$ cat src/inc/gpp_cfg.svh
/*
 Register offsets, reset values, field positions and timing counts of the
 general-purpose port block. Assumes a 16-bit register window decoded from
 the low half of the bus address.
*/
// Overview of operation
// - One bidirectional pin that can also take an external interrupt request.
// - In port mode, the group-3 direction bit sets that pin input or output.
// - Group-3 pull-up bit set connects the on-chip pull-up to that pin while it is an input.
// - In control mode the pin requests interrupts on rising, falling or both edges.
// - One input-only pin, no driver, readable as a level when not reset.
// - At power-on the input-only pin is reset; port use is configured later.
// - Reset pin takes active-low system reset, always active at power-on.
// - Each of the two pins switches between port and control mode on its own.
// - Eight-bit bidirectional port, each bit's direction set by group-4 register.
// - Each eight-bit port pin gets a pull-up when its group-4 pull-up bit is set and the pin is an input.
// - During reset the two oscillator-shared pins are held pulled down.
`ifndef GPP_CFG_SVH
`define GPP_CFG_SVH

`define GPP_OFS_P3_DATA 16'hff00
`define GPP_OFS_P4_DATA 16'hff04
`define GPP_OFS_DIR3 16'hff08
`define GPP_OFS_DIR4 16'hff0c
`define GPP_OFS_PU3 16'hff10
`define GPP_OFS_PU4 16'hff14
`define GPP_OFS_MODE 16'hff18
`define GPP_OFS_EDGE_SEL 16'hffec

`define GPP_RST_LATCH3 1'h0
`define GPP_RST_LATCH4 8'h00
`define GPP_RST_DIR3 1'h1
`define GPP_RST_DIR4 8'hff
`define GPP_RST_PU3 1'h0
`define GPP_RST_PU4 8'h00
`define GPP_RST_MODE 2'h0
`define GPP_RST_EDGE_SEL 8'h00
`define GPP_EDGE_SEL_MASK 8'h3c

`define GPP_BIT_P3_IRQ 2
`define GPP_BIT_P3_RST 4
`define GPP_BIT_MODE_IRQ 0
`define GPP_BIT_MODE_RSTPIN 1
`define GPP_BIT_ES_LO 4
`define GPP_BIT_ES_HI 5

`define GPP_HSIZE_WORD 3'h2
`define GPP_SYNC_STAGES 3

`endif

$ cat src/inc/gpp_pkg.sv
/*
 Types of the general-purpose port block: edge selection codes, bus phase
 states and the captured address phase. Assumes gpp_cfg.svh for constants.
*/
package gpp_pkg;

	typedef enum logic [1:0] {
		GPP_EDGE_FALL = 2'h0,
		GPP_EDGE_RISE = 2'h1,
		GPP_EDGE_NONE = 2'h2,
		GPP_EDGE_BOTH = 2'h3
	} gpp_edge_t;

	typedef enum logic {
		GPP_BUS_IDLE = 1'h0,
		GPP_BUS_READ = 1'h1
	} gpp_bus_st_t;

	typedef struct packed {
		logic valid;
		logic write;
		logic [15:0] addr;
	} gpp_ahb_ap_t;

endpackage

$ cat src/core/gpp_port.sv
/*
 General-purpose port logic: a one-bit pin with external interrupt input,
 an input-only pin shared with the reset function, an eight-bit port and
 the reset pull-downs of the oscillator-shared pins, behind an AHB-Lite slave.
 Assumes one 25 MHz clock, a synchronous active-high reset, and pad cells
 outside that resolve out/oe_n/pu_en/pd_en into wire levels.
*/
// Implementation choice: the AHB-Lite slave port.
`include "gpp_cfg.svh"
`timescale 1ns/1ps
`default_nettype none

module gpp_port
	import gpp_pkg::*;
(
	input wire logic sys_clk,
	input wire logic rst,
	input wire logic hsel,
	input wire logic [31:0] haddr,
	input wire logic [1:0] htrans,
	input wire logic hwrite,
	input wire logic [2:0] hsize,
	input wire logic [31:0] hwdata,
	input wire logic hready,
	output logic hreadyout,
	output logic [31:0] hrdata,
	output logic hresp,
	input wire logic irq_capable_pin_in,
	output logic irq_capable_pin_out,
	output logic irq_capable_pin_oe_n,
	output logic irq_capable_pin_pu_en,
	input wire logic input_only_reset_pin_in,
	input wire logic [7:0] eight_bit_port_pins_in,
	output logic [7:0] eight_bit_port_pins_out,
	output logic [7:0] eight_bit_port_pins_oe_n,
	output logic [7:0] eight_bit_port_pins_pu_en,
	output logic osc_in_pin_pd_en,
	output logic osc_out_pin_pd_en,
	output logic ext_irq_line1,
	output logic pin_reset_req
);

	localparam int NPIN = 10;
	localparam int IX_P4 = 0;
	localparam int IX_IRQ = 8;
	localparam int IX_RST = 9;

	// an input bit reads the pad level, an output bit reads its own latch
	function automatic logic [7:0] gpp_view(
		input logic [7:0] is_in,
		input logic [7:0] latch,
		input logic [7:0] pin
	);
		gpp_view = (is_in & pin) | (~is_in & latch);
	endfunction

	// address match of the captured data phase against one register offset
	function automatic logic gpp_hit(
		input logic [15:0] addr,
		input logic [15:0] ofs
	);
		gpp_hit = (addr == ofs);
	endfunction

	// places the single group-3 control bit at its byte position
	function automatic logic [7:0] gpp_p3_field(
		input logic b
	);
		gpp_p3_field = 8'(b) << `GPP_BIT_P3_IRQ;
	endfunction

	// bus slave state
	gpp_ahb_ap_t ap;
	gpp_bus_st_t bus_st;
	gpp_bus_st_t next_bus_st;

	// software registers
	logic latch3;
	logic [7:0] latch4;
	logic dir3;
	logic [7:0] dir4;
	logic pu3;
	logic [7:0] pu4;
	logic mode_irq_ctl;
	logic mode_rstpin_port;
	logic [7:0] edge_sel;

	// pad input synchronisers and filtered levels
	logic [NPIN-1:0] pin_raw;
	logic [NPIN-1:0] sync1;
	logic [NPIN-1:0] sync2;
	logic [NPIN-1:0] sync3;
	logic [NPIN-1:0] pin_lvl;
	logic [NPIN-1:0] next_pin_lvl;
	logic irq_prev;

	// address phase decode
	wire word_size = (hsize == `GPP_HSIZE_WORD);
	wire ap_take = hsel & hready & htrans[1];
	wire ap_ok = ap_take & word_size;
	wire rd_start = ap_ok & ~hwrite;

	// data phase write decode
	wire wr_en = ap.valid & ap.write;
	// the same decode serves the write strobes and the read multiplexer
	wire hit_p3 = gpp_hit(ap.addr, `GPP_OFS_P3_DATA);
	wire hit_p4 = gpp_hit(ap.addr, `GPP_OFS_P4_DATA);
	wire hit_dir3 = gpp_hit(ap.addr, `GPP_OFS_DIR3);
	wire hit_dir4 = gpp_hit(ap.addr, `GPP_OFS_DIR4);
	wire hit_pu3 = gpp_hit(ap.addr, `GPP_OFS_PU3);
	wire hit_pu4 = gpp_hit(ap.addr, `GPP_OFS_PU4);
	wire hit_mode = gpp_hit(ap.addr, `GPP_OFS_MODE);
	wire hit_edge = gpp_hit(ap.addr, `GPP_OFS_EDGE_SEL);
	wire we_p3 = wr_en & hit_p3;
	wire we_p4 = wr_en & hit_p4;
	wire we_dir3 = wr_en & hit_dir3;
	wire we_dir4 = wr_en & hit_dir4;
	wire we_pu3 = wr_en & hit_pu3;
	wire we_pu4 = wr_en & hit_pu4;
	wire we_mode = wr_en & hit_mode;
	wire we_edge = wr_en & hit_edge;

	always_comb begin
		next_bus_st = GPP_BUS_IDLE;
		if (bus_st == GPP_BUS_IDLE && rd_start) begin
			next_bus_st = GPP_BUS_READ;
		end
	end

	// one wait state on reads so that a write in the cycle before is seen
	always_ff @(posedge sys_clk) begin
		if (rst) begin
			bus_st <= GPP_BUS_IDLE;
			hreadyout <= 1'h1;
			hresp <= 1'h0;
		end else begin
			bus_st <= next_bus_st;
			hreadyout <= (next_bus_st == GPP_BUS_IDLE);
			hresp <= 1'h0;
		end
	end

	always_ff @(posedge sys_clk) begin
		if (rst) begin
			ap <= '0;
		end else if (ap_take) begin
			ap.valid <= word_size;
			ap.write <= hwrite;
			ap.addr <= haddr[15:0];
		end else begin
			ap.valid <= 1'h0;
		end
	end

	// register reads
	wire irq_in_mode = dir3 | mode_irq_ctl;
	wire [7:0] p3_mask = 8'h01 << `GPP_BIT_P3_IRQ;
	wire [7:0] p3_pins = {3'h0, pin_lvl[IX_RST], 1'h0, pin_lvl[IX_IRQ], 2'h0};
	wire [7:0] p3_latch = gpp_p3_field(latch3);
	wire [7:0] dir3_rd = gpp_p3_field(dir3);
	wire [7:0] pu3_rd = gpp_p3_field(pu3);
	wire [7:0] p3_dir = irq_in_mode ? p3_mask : 8'h00;
	wire [7:0] p3_rd = gpp_view(p3_dir, p3_latch, p3_pins) | (p3_pins & ~p3_mask);
	wire [7:0] p4_rd = gpp_view(dir4, latch4, pin_lvl[IX_P4 +: 8]);
	wire [7:0] mode_rd = {6'h0, mode_rstpin_port, mode_irq_ctl};
	wire [7:0] rd_byte =
		hit_p3 ? p3_rd :
		hit_p4 ? p4_rd :
		hit_dir3 ? dir3_rd :
		hit_dir4 ? dir4 :
		hit_pu3 ? pu3_rd :
		hit_pu4 ? pu4 :
		hit_mode ? mode_rd :
		hit_edge ? edge_sel :
		8'h00;

	always_ff @(posedge sys_clk) begin
		if (rst) begin
			hrdata <= 32'h0;
		end else if (bus_st == GPP_BUS_READ) begin
			hrdata <= {24'h0, rd_byte};
		end
	end

	// port 3 control
	always_ff @(posedge sys_clk) begin
		if (rst) begin
			latch3 <= `GPP_RST_LATCH3;
			dir3 <= `GPP_RST_DIR3;
			pu3 <= `GPP_RST_PU3;
		end else begin
			if (we_p3) begin
				latch3 <= hwdata[`GPP_BIT_P3_IRQ];
			end
			if (we_dir3) begin
				dir3 <= hwdata[`GPP_BIT_P3_IRQ];
			end
			if (we_pu3) begin
				pu3 <= hwdata[`GPP_BIT_P3_IRQ];
			end
		end
	end

	// port 4 control
	always_ff @(posedge sys_clk) begin
		if (rst) begin
			latch4 <= `GPP_RST_LATCH4;
			dir4 <= `GPP_RST_DIR4;
			pu4 <= `GPP_RST_PU4;
		end else begin
			if (we_p4) begin
				latch4 <= hwdata[7:0];
			end
			if (we_dir4) begin
				dir4 <= hwdata[7:0];
			end
			if (we_pu4) begin
				pu4 <= hwdata[7:0];
			end
		end
	end

	// mode bits; reset always restores the reset function of the shared pin
	always_ff @(posedge sys_clk) begin
		if (rst) begin
			{mode_rstpin_port, mode_irq_ctl} <= `GPP_RST_MODE;
			edge_sel <= `GPP_RST_EDGE_SEL;
		end else begin
			if (we_mode) begin
				mode_irq_ctl <= hwdata[`GPP_BIT_MODE_IRQ];
				mode_rstpin_port <= hwdata[`GPP_BIT_MODE_RSTPIN];
			end
			if (we_edge) begin
				edge_sel <= hwdata[7:0] & `GPP_EDGE_SEL_MASK;
			end
		end
	end

	// three-stage synchronisers; a level counts once stages two and three agree
	assign pin_raw[IX_P4 +: 8] = eight_bit_port_pins_in;
	assign pin_raw[IX_IRQ] = irq_capable_pin_in;
	assign pin_raw[IX_RST] = input_only_reset_pin_in;

	genvar gi;
	generate
		for (gi = 0; gi < NPIN; gi++) begin : g_filt
			assign next_pin_lvl[gi] = (sync2[gi] == sync3[gi]) ? sync3[gi] : pin_lvl[gi];
		end
	endgenerate

	// idle-high reset values keep the reset pin from firing right after rst
	always_ff @(posedge sys_clk) begin
		if (rst) begin
			sync1 <= {NPIN{1'h1}};
			sync2 <= {NPIN{1'h1}};
			sync3 <= {NPIN{1'h1}};
			pin_lvl <= {NPIN{1'h1}};
		end else begin
			sync1 <= pin_raw;
			sync2 <= sync1;
			sync3 <= sync2;
			pin_lvl <= next_pin_lvl;
		end
	end

	// edge detection on the interrupt-capable pin
	gpp_edge_t edge_mode;
	assign edge_mode = gpp_edge_t'(edge_sel[`GPP_BIT_ES_HI:`GPP_BIT_ES_LO]);
	wire irq_lvl = pin_lvl[IX_IRQ];
	wire irq_rise = irq_lvl & ~irq_prev;
	wire irq_fall = ~irq_lvl & irq_prev;
	wire edge_ok =
		(edge_mode == GPP_EDGE_RISE) ? irq_rise :
		(edge_mode == GPP_EDGE_FALL) ? irq_fall :
		(edge_mode == GPP_EDGE_BOTH) ? (irq_rise | irq_fall) :
		1'h0;
	wire next_irq = mode_irq_ctl & edge_ok;

	// the previous level tracks in every mode, so entering control mode
	// never manufactures an edge out of a stale sample
	always_ff @(posedge sys_clk) begin
		if (rst) begin
			irq_prev <= 1'h1;
			ext_irq_line1 <= 1'h0;
		end else begin
			irq_prev <= irq_lvl;
			ext_irq_line1 <= next_irq;
		end
	end

	// pad drivers; control mode forces the pin to input
	wire next_irq_oe_n = irq_in_mode;
	wire next_irq_pu = pu3 & irq_in_mode;
	wire [7:0] next_p4_pu = pu4 & dir4;
	wire next_rst_req = ~mode_rstpin_port & ~pin_lvl[IX_RST];

	always_ff @(posedge sys_clk) begin
		if (rst) begin
			irq_capable_pin_out <= `GPP_RST_LATCH3;
			irq_capable_pin_oe_n <= 1'h1;
			irq_capable_pin_pu_en <= 1'h0;
			eight_bit_port_pins_out <= `GPP_RST_LATCH4;
			eight_bit_port_pins_oe_n <= 8'hff;
			eight_bit_port_pins_pu_en <= 8'h00;
			osc_in_pin_pd_en <= 1'h1;
			osc_out_pin_pd_en <= 1'h1;
			pin_reset_req <= 1'h0;
		end else begin
			irq_capable_pin_out <= latch3;
			irq_capable_pin_oe_n <= next_irq_oe_n;
			irq_capable_pin_pu_en <= next_irq_pu;
			eight_bit_port_pins_out <= latch4;
			eight_bit_port_pins_oe_n <= dir4;
			eight_bit_port_pins_pu_en <= next_p4_pu;
			osc_in_pin_pd_en <= 1'h0;
			osc_out_pin_pd_en <= 1'h0;
			pin_reset_req <= next_rst_req;
		end
	end

endmodule

`default_nettype wire

$ cat config.mk
export PLATFORM = sky130hd
export DESIGN_NAME = gpp_port
export DESIGN_NICKNAME = d
export VERILOG_FILES = /design/src/inc/gpp_pkg.sv /design/src/core/gpp_port.sv
export VERILOG_INCLUDE_DIRS = /design/src /design/src/inc
export SDC_FILE = /design/constraint.sdc
export NUM_CORES = 1
export LEC_CHECK = 0
export BUFFER_PORTS_ARGS = -buffer_cell sky130_fd_sc_hd__clkbuf_2
export CAP_MARGIN = 20
export CORE_ASPECT_RATIO = 0.7
export CORE_UTILIZATION = 51
export CTS_CLUSTER_SIZE = 25
export DETAILED_ROUTE_END_ITERATION = 8
export PLACE_DENSITY = 0.87
export SYNTH_ARGS = -nofsm -noshare
export SYNTH_HDL_FRONTEND = slang
export SYNTH_SLANG_ARGS = --single-unit
$ cat constraint.sdc
create_clock -name sys_clk -period 2.4 [get_ports sys_clk]
set_input_delay 0.48 -clock sys_clk [delete_from_list [all_inputs] [get_ports sys_clk]]
set_output_delay 0.48 -clock sys_clk [all_outputs]
set_load 0.03 [all_outputs]
==> metrics.txt <==
final setup fails=0; clock latency on the worst-skew pair=0.42 ns; Layout fillers=between 700 and 800; Worst Skew=roughly 0.014 ns; Min-Delay Path Class=primary input to register; clock sink count=between 100 and 150; post-synth top area cell=dfxtp_1; number of global-route vias before repair=3934; Multi-input gate area=~0.0022 sq mm; Worst Setup SP=ap[4]$_SDFFE_PP0P_; top cells by area, synth=dfxtp_1, mux2i_1, or2_2, buf_4, nand2_1; TritonCTS Buffers=17; Post-CTS Setup Bufs=0; overall routing resource usage=0.239; # rows=29; Data arrival, critical path=about 2.4 ns; sequential-to-total area share from yosys stat=0.523; total design power=roughly 5.3 mW; Routed WL=approximately 12000 microns; antenna-violating nets left=0; Tcrit/Tclk final=0.878; Logic pwr share=0.039; setup ws final=0.292 ns; kind of start point of the critical path=register; FF+latch area=between 0.002 and 0.003 sq mm; Int Power=~4.2 mW; CP Cell Sequence=or4_4, nor4_4, and2b_4, nor2b_1, a211o_2; clock power share=0.537; cts hold-fix bufs=0; NetSw=around 1.1 mW; sequential fraction of design power=0.424; PD cells=858 mW/mm^2; f_max=between 400 and 500 MHz; port bufs=82; detailed placement HPWL=around 8000 microns; synth unique cells=55; dpl ws=about 0.33 ns; Synth Register Bits=132; Critical Path RT=between 2 and 3 ns; VDD IR-drop max=around 480 uV; final hold viol count=0; RSZ-0062 raised after global routing=no; endpoint class of the critical path=register; Vias/cell=5.29; routability cong.=about 0.86; Post-synth EDFFs=0; DRT Pass-1 Iters=4; Leak=2.51 nW; Nets=697; Core ar.=roughly 0.0093 sq mm; Die Y=between 80 and 90 microns; post-layout min period=roughly 2.1 ns; status=completed; initial core utilization=0.542; CTS root buf=clkbuf_16; Worst Max-Slew Pin Slew=0.625 ns; Ys Warns=0; post_cts resized=0; Max Root-Sink Buffers=2; Worst Setup Path Type=register to register; first-pass GRT wire length=roughly 19000 microns; Mapped Area=about 0.005 sq mm; average cell area after synthesis=approximately 9.7 sq um; layout cells sized above 1=0.292; Worst slew margin=0.579; crit path max fanout=16; I/O Pins=approximately 150; critical path's slowest cell=or4_4; Async S/R FF share, synth=0; initial antenna violation count=0; total congestion overflow=0; Final TNS setup=0 ns; total die area=between 0.01 and 0.015 sq mm; largest net degree at the start of global routing=61; initial DRC count=between 400 and 500; maxcap violations=0; Synth top area share=0.523; H-tree levels=4; Largest stage delay, worst path=0.63 ns; WL/cell=around 15 microns; Pins Over Slew Limit=0; via count=between 3000 and 4000; synth-to-layout area growth=22.0%; CTS tree=done; switching share of power=0.203; Clk pin slew, worst setup/hold paths=about 0.060 ns; hold_sp=eight_bit_port_pins_in[4]; Synth Instances=roughly 520; Die X=around 120 microns; Post-synth top flop=dfxtp_1; RR Startpoint=ap[4]$_SDFFE_PP0P_; Util after Layout=0.661; DRC errors left=0; antenna cells=0
## worst paths after layout
path / cells past startpoint / slack, ns / endpoint
max: 5 / 0.29 / dir4[0]$_SDFFE_PP1P_
max reg2reg: 5 / 0.29 / dir4[0]$_SDFFE_PP1P_
min reg2reg: 1 / 0.41 / sync2[1]$_SDFF_PP1_
min: 2 / 0.24 / sync1[4]$_SDFF_PP1_
## through the flow
step	cell area [sq um]	cells	hold slack (ns)
after floorplan	5150	546	0.389
after global placement	5520	716	0.391
after detailed placement	5520	716	0.395
after CTS	6170	748	0.235
after global routing	6170	748	0.243
final	6170	748	0.243
## area by class of cell
class	instances	share of cell area
Clock buffer	23	0.0775
Clock inverter	9	0.0282
Inverter	11	0.00670
Multi-Input combinational cell	353	0.350
Sequential cell	132	0.428
Tap cell	124	0.0252
Timing Repair Buffer	96	0.0840
## worst max-delay path, delay by kind of cell, from the launching register on
kind | cells | cell delay [ns]
and+or+nand+nor | 4 | 1.23
DFF | 1 | 0.43
AOI/OAI and AO/OA | 1 | 0.31
## power by group through the flow
stage / Sequential [mW] / Combinational [mW] / Clock, mW
final: 2.24 / 0.207 / 2.84
after global routing: 2.25 / 0.224 / 2.96
after CTS: 2.24 / 0.206 / 2.86
after detailed placement: 2.29 / 0.204 / 0
after global placement: 2.29 / 0.200 / 0
after floorplan: 2.29 / 0.173 / 0
## placed cells by master (no fill, tap or decap), drive strengths merged, types with 2 or more instances in the layout
master	count
inv	11
o22ai	5
bufinv	5
nor3	10
nor4	7
clkbuf	104
nand3	5
a2bb2oi	2
mux2i	32
conb	25
and4	2
or3	2
o21ai	4
a21oi	33
a221oi	3
a32oi	2
clkinv	4
or2	41
buf	15
or4b	2
nor4b	3
nand2	52
ha	2
nand4	6
a21o	2
o32ai	5
a211o	8
nor2b	20
dfxtp	132
o21bai	10
a22oi	2
or4	2
nor2	52
## flip-flops by register name, indices dropped and copies added (netlist names), 4 cells and up
name	cells
pin_lvl	10
sync3	10
dir4	8
latch4	8
edge_sel	4
hrdata	8
ap	18
eight_bit_port_pins_pu_en	8
pu4	8
sync2	10
eight_bit_port_pins_oe_n	8
eight_bit_port_pins_out	8
sync1	10
## per-layer routing
metal,up-vias,wire length (microns),track usage
li1,1913,-,-
met4,0,149,0.112
met1,1881,5080,0.293
met2,146,5320,0.384
met3,17,972,0.0733
met5,-,0,0
## cell families after synthesis
kind of cell             Yosys count  synth area share
AND/OR/NAND/NOR                  213             0.233
flip-flops                       132             0.523
buffers and inverters             61            0.0683
other                              1          0.000742
AO/OA/AOI/OAI                     81             0.107
multiplexers                      32            0.0634
adder cells (fa/ha/maj)            2           0.00495
## cells in the mapped netlist, types with 8 or more instances
cell type / n
nor2b_1: 20
dfxtp_1: 132
o21bai_1: 10
mux2i_1: 32
clkbuf_1: 21
nor2_1: 51
a21oi_1: 33
buf_4: 26
nor3_1: 8
nand2_1: 52
or2_2: 41
inv_1: 11
(Power assumes the default switching activity.)
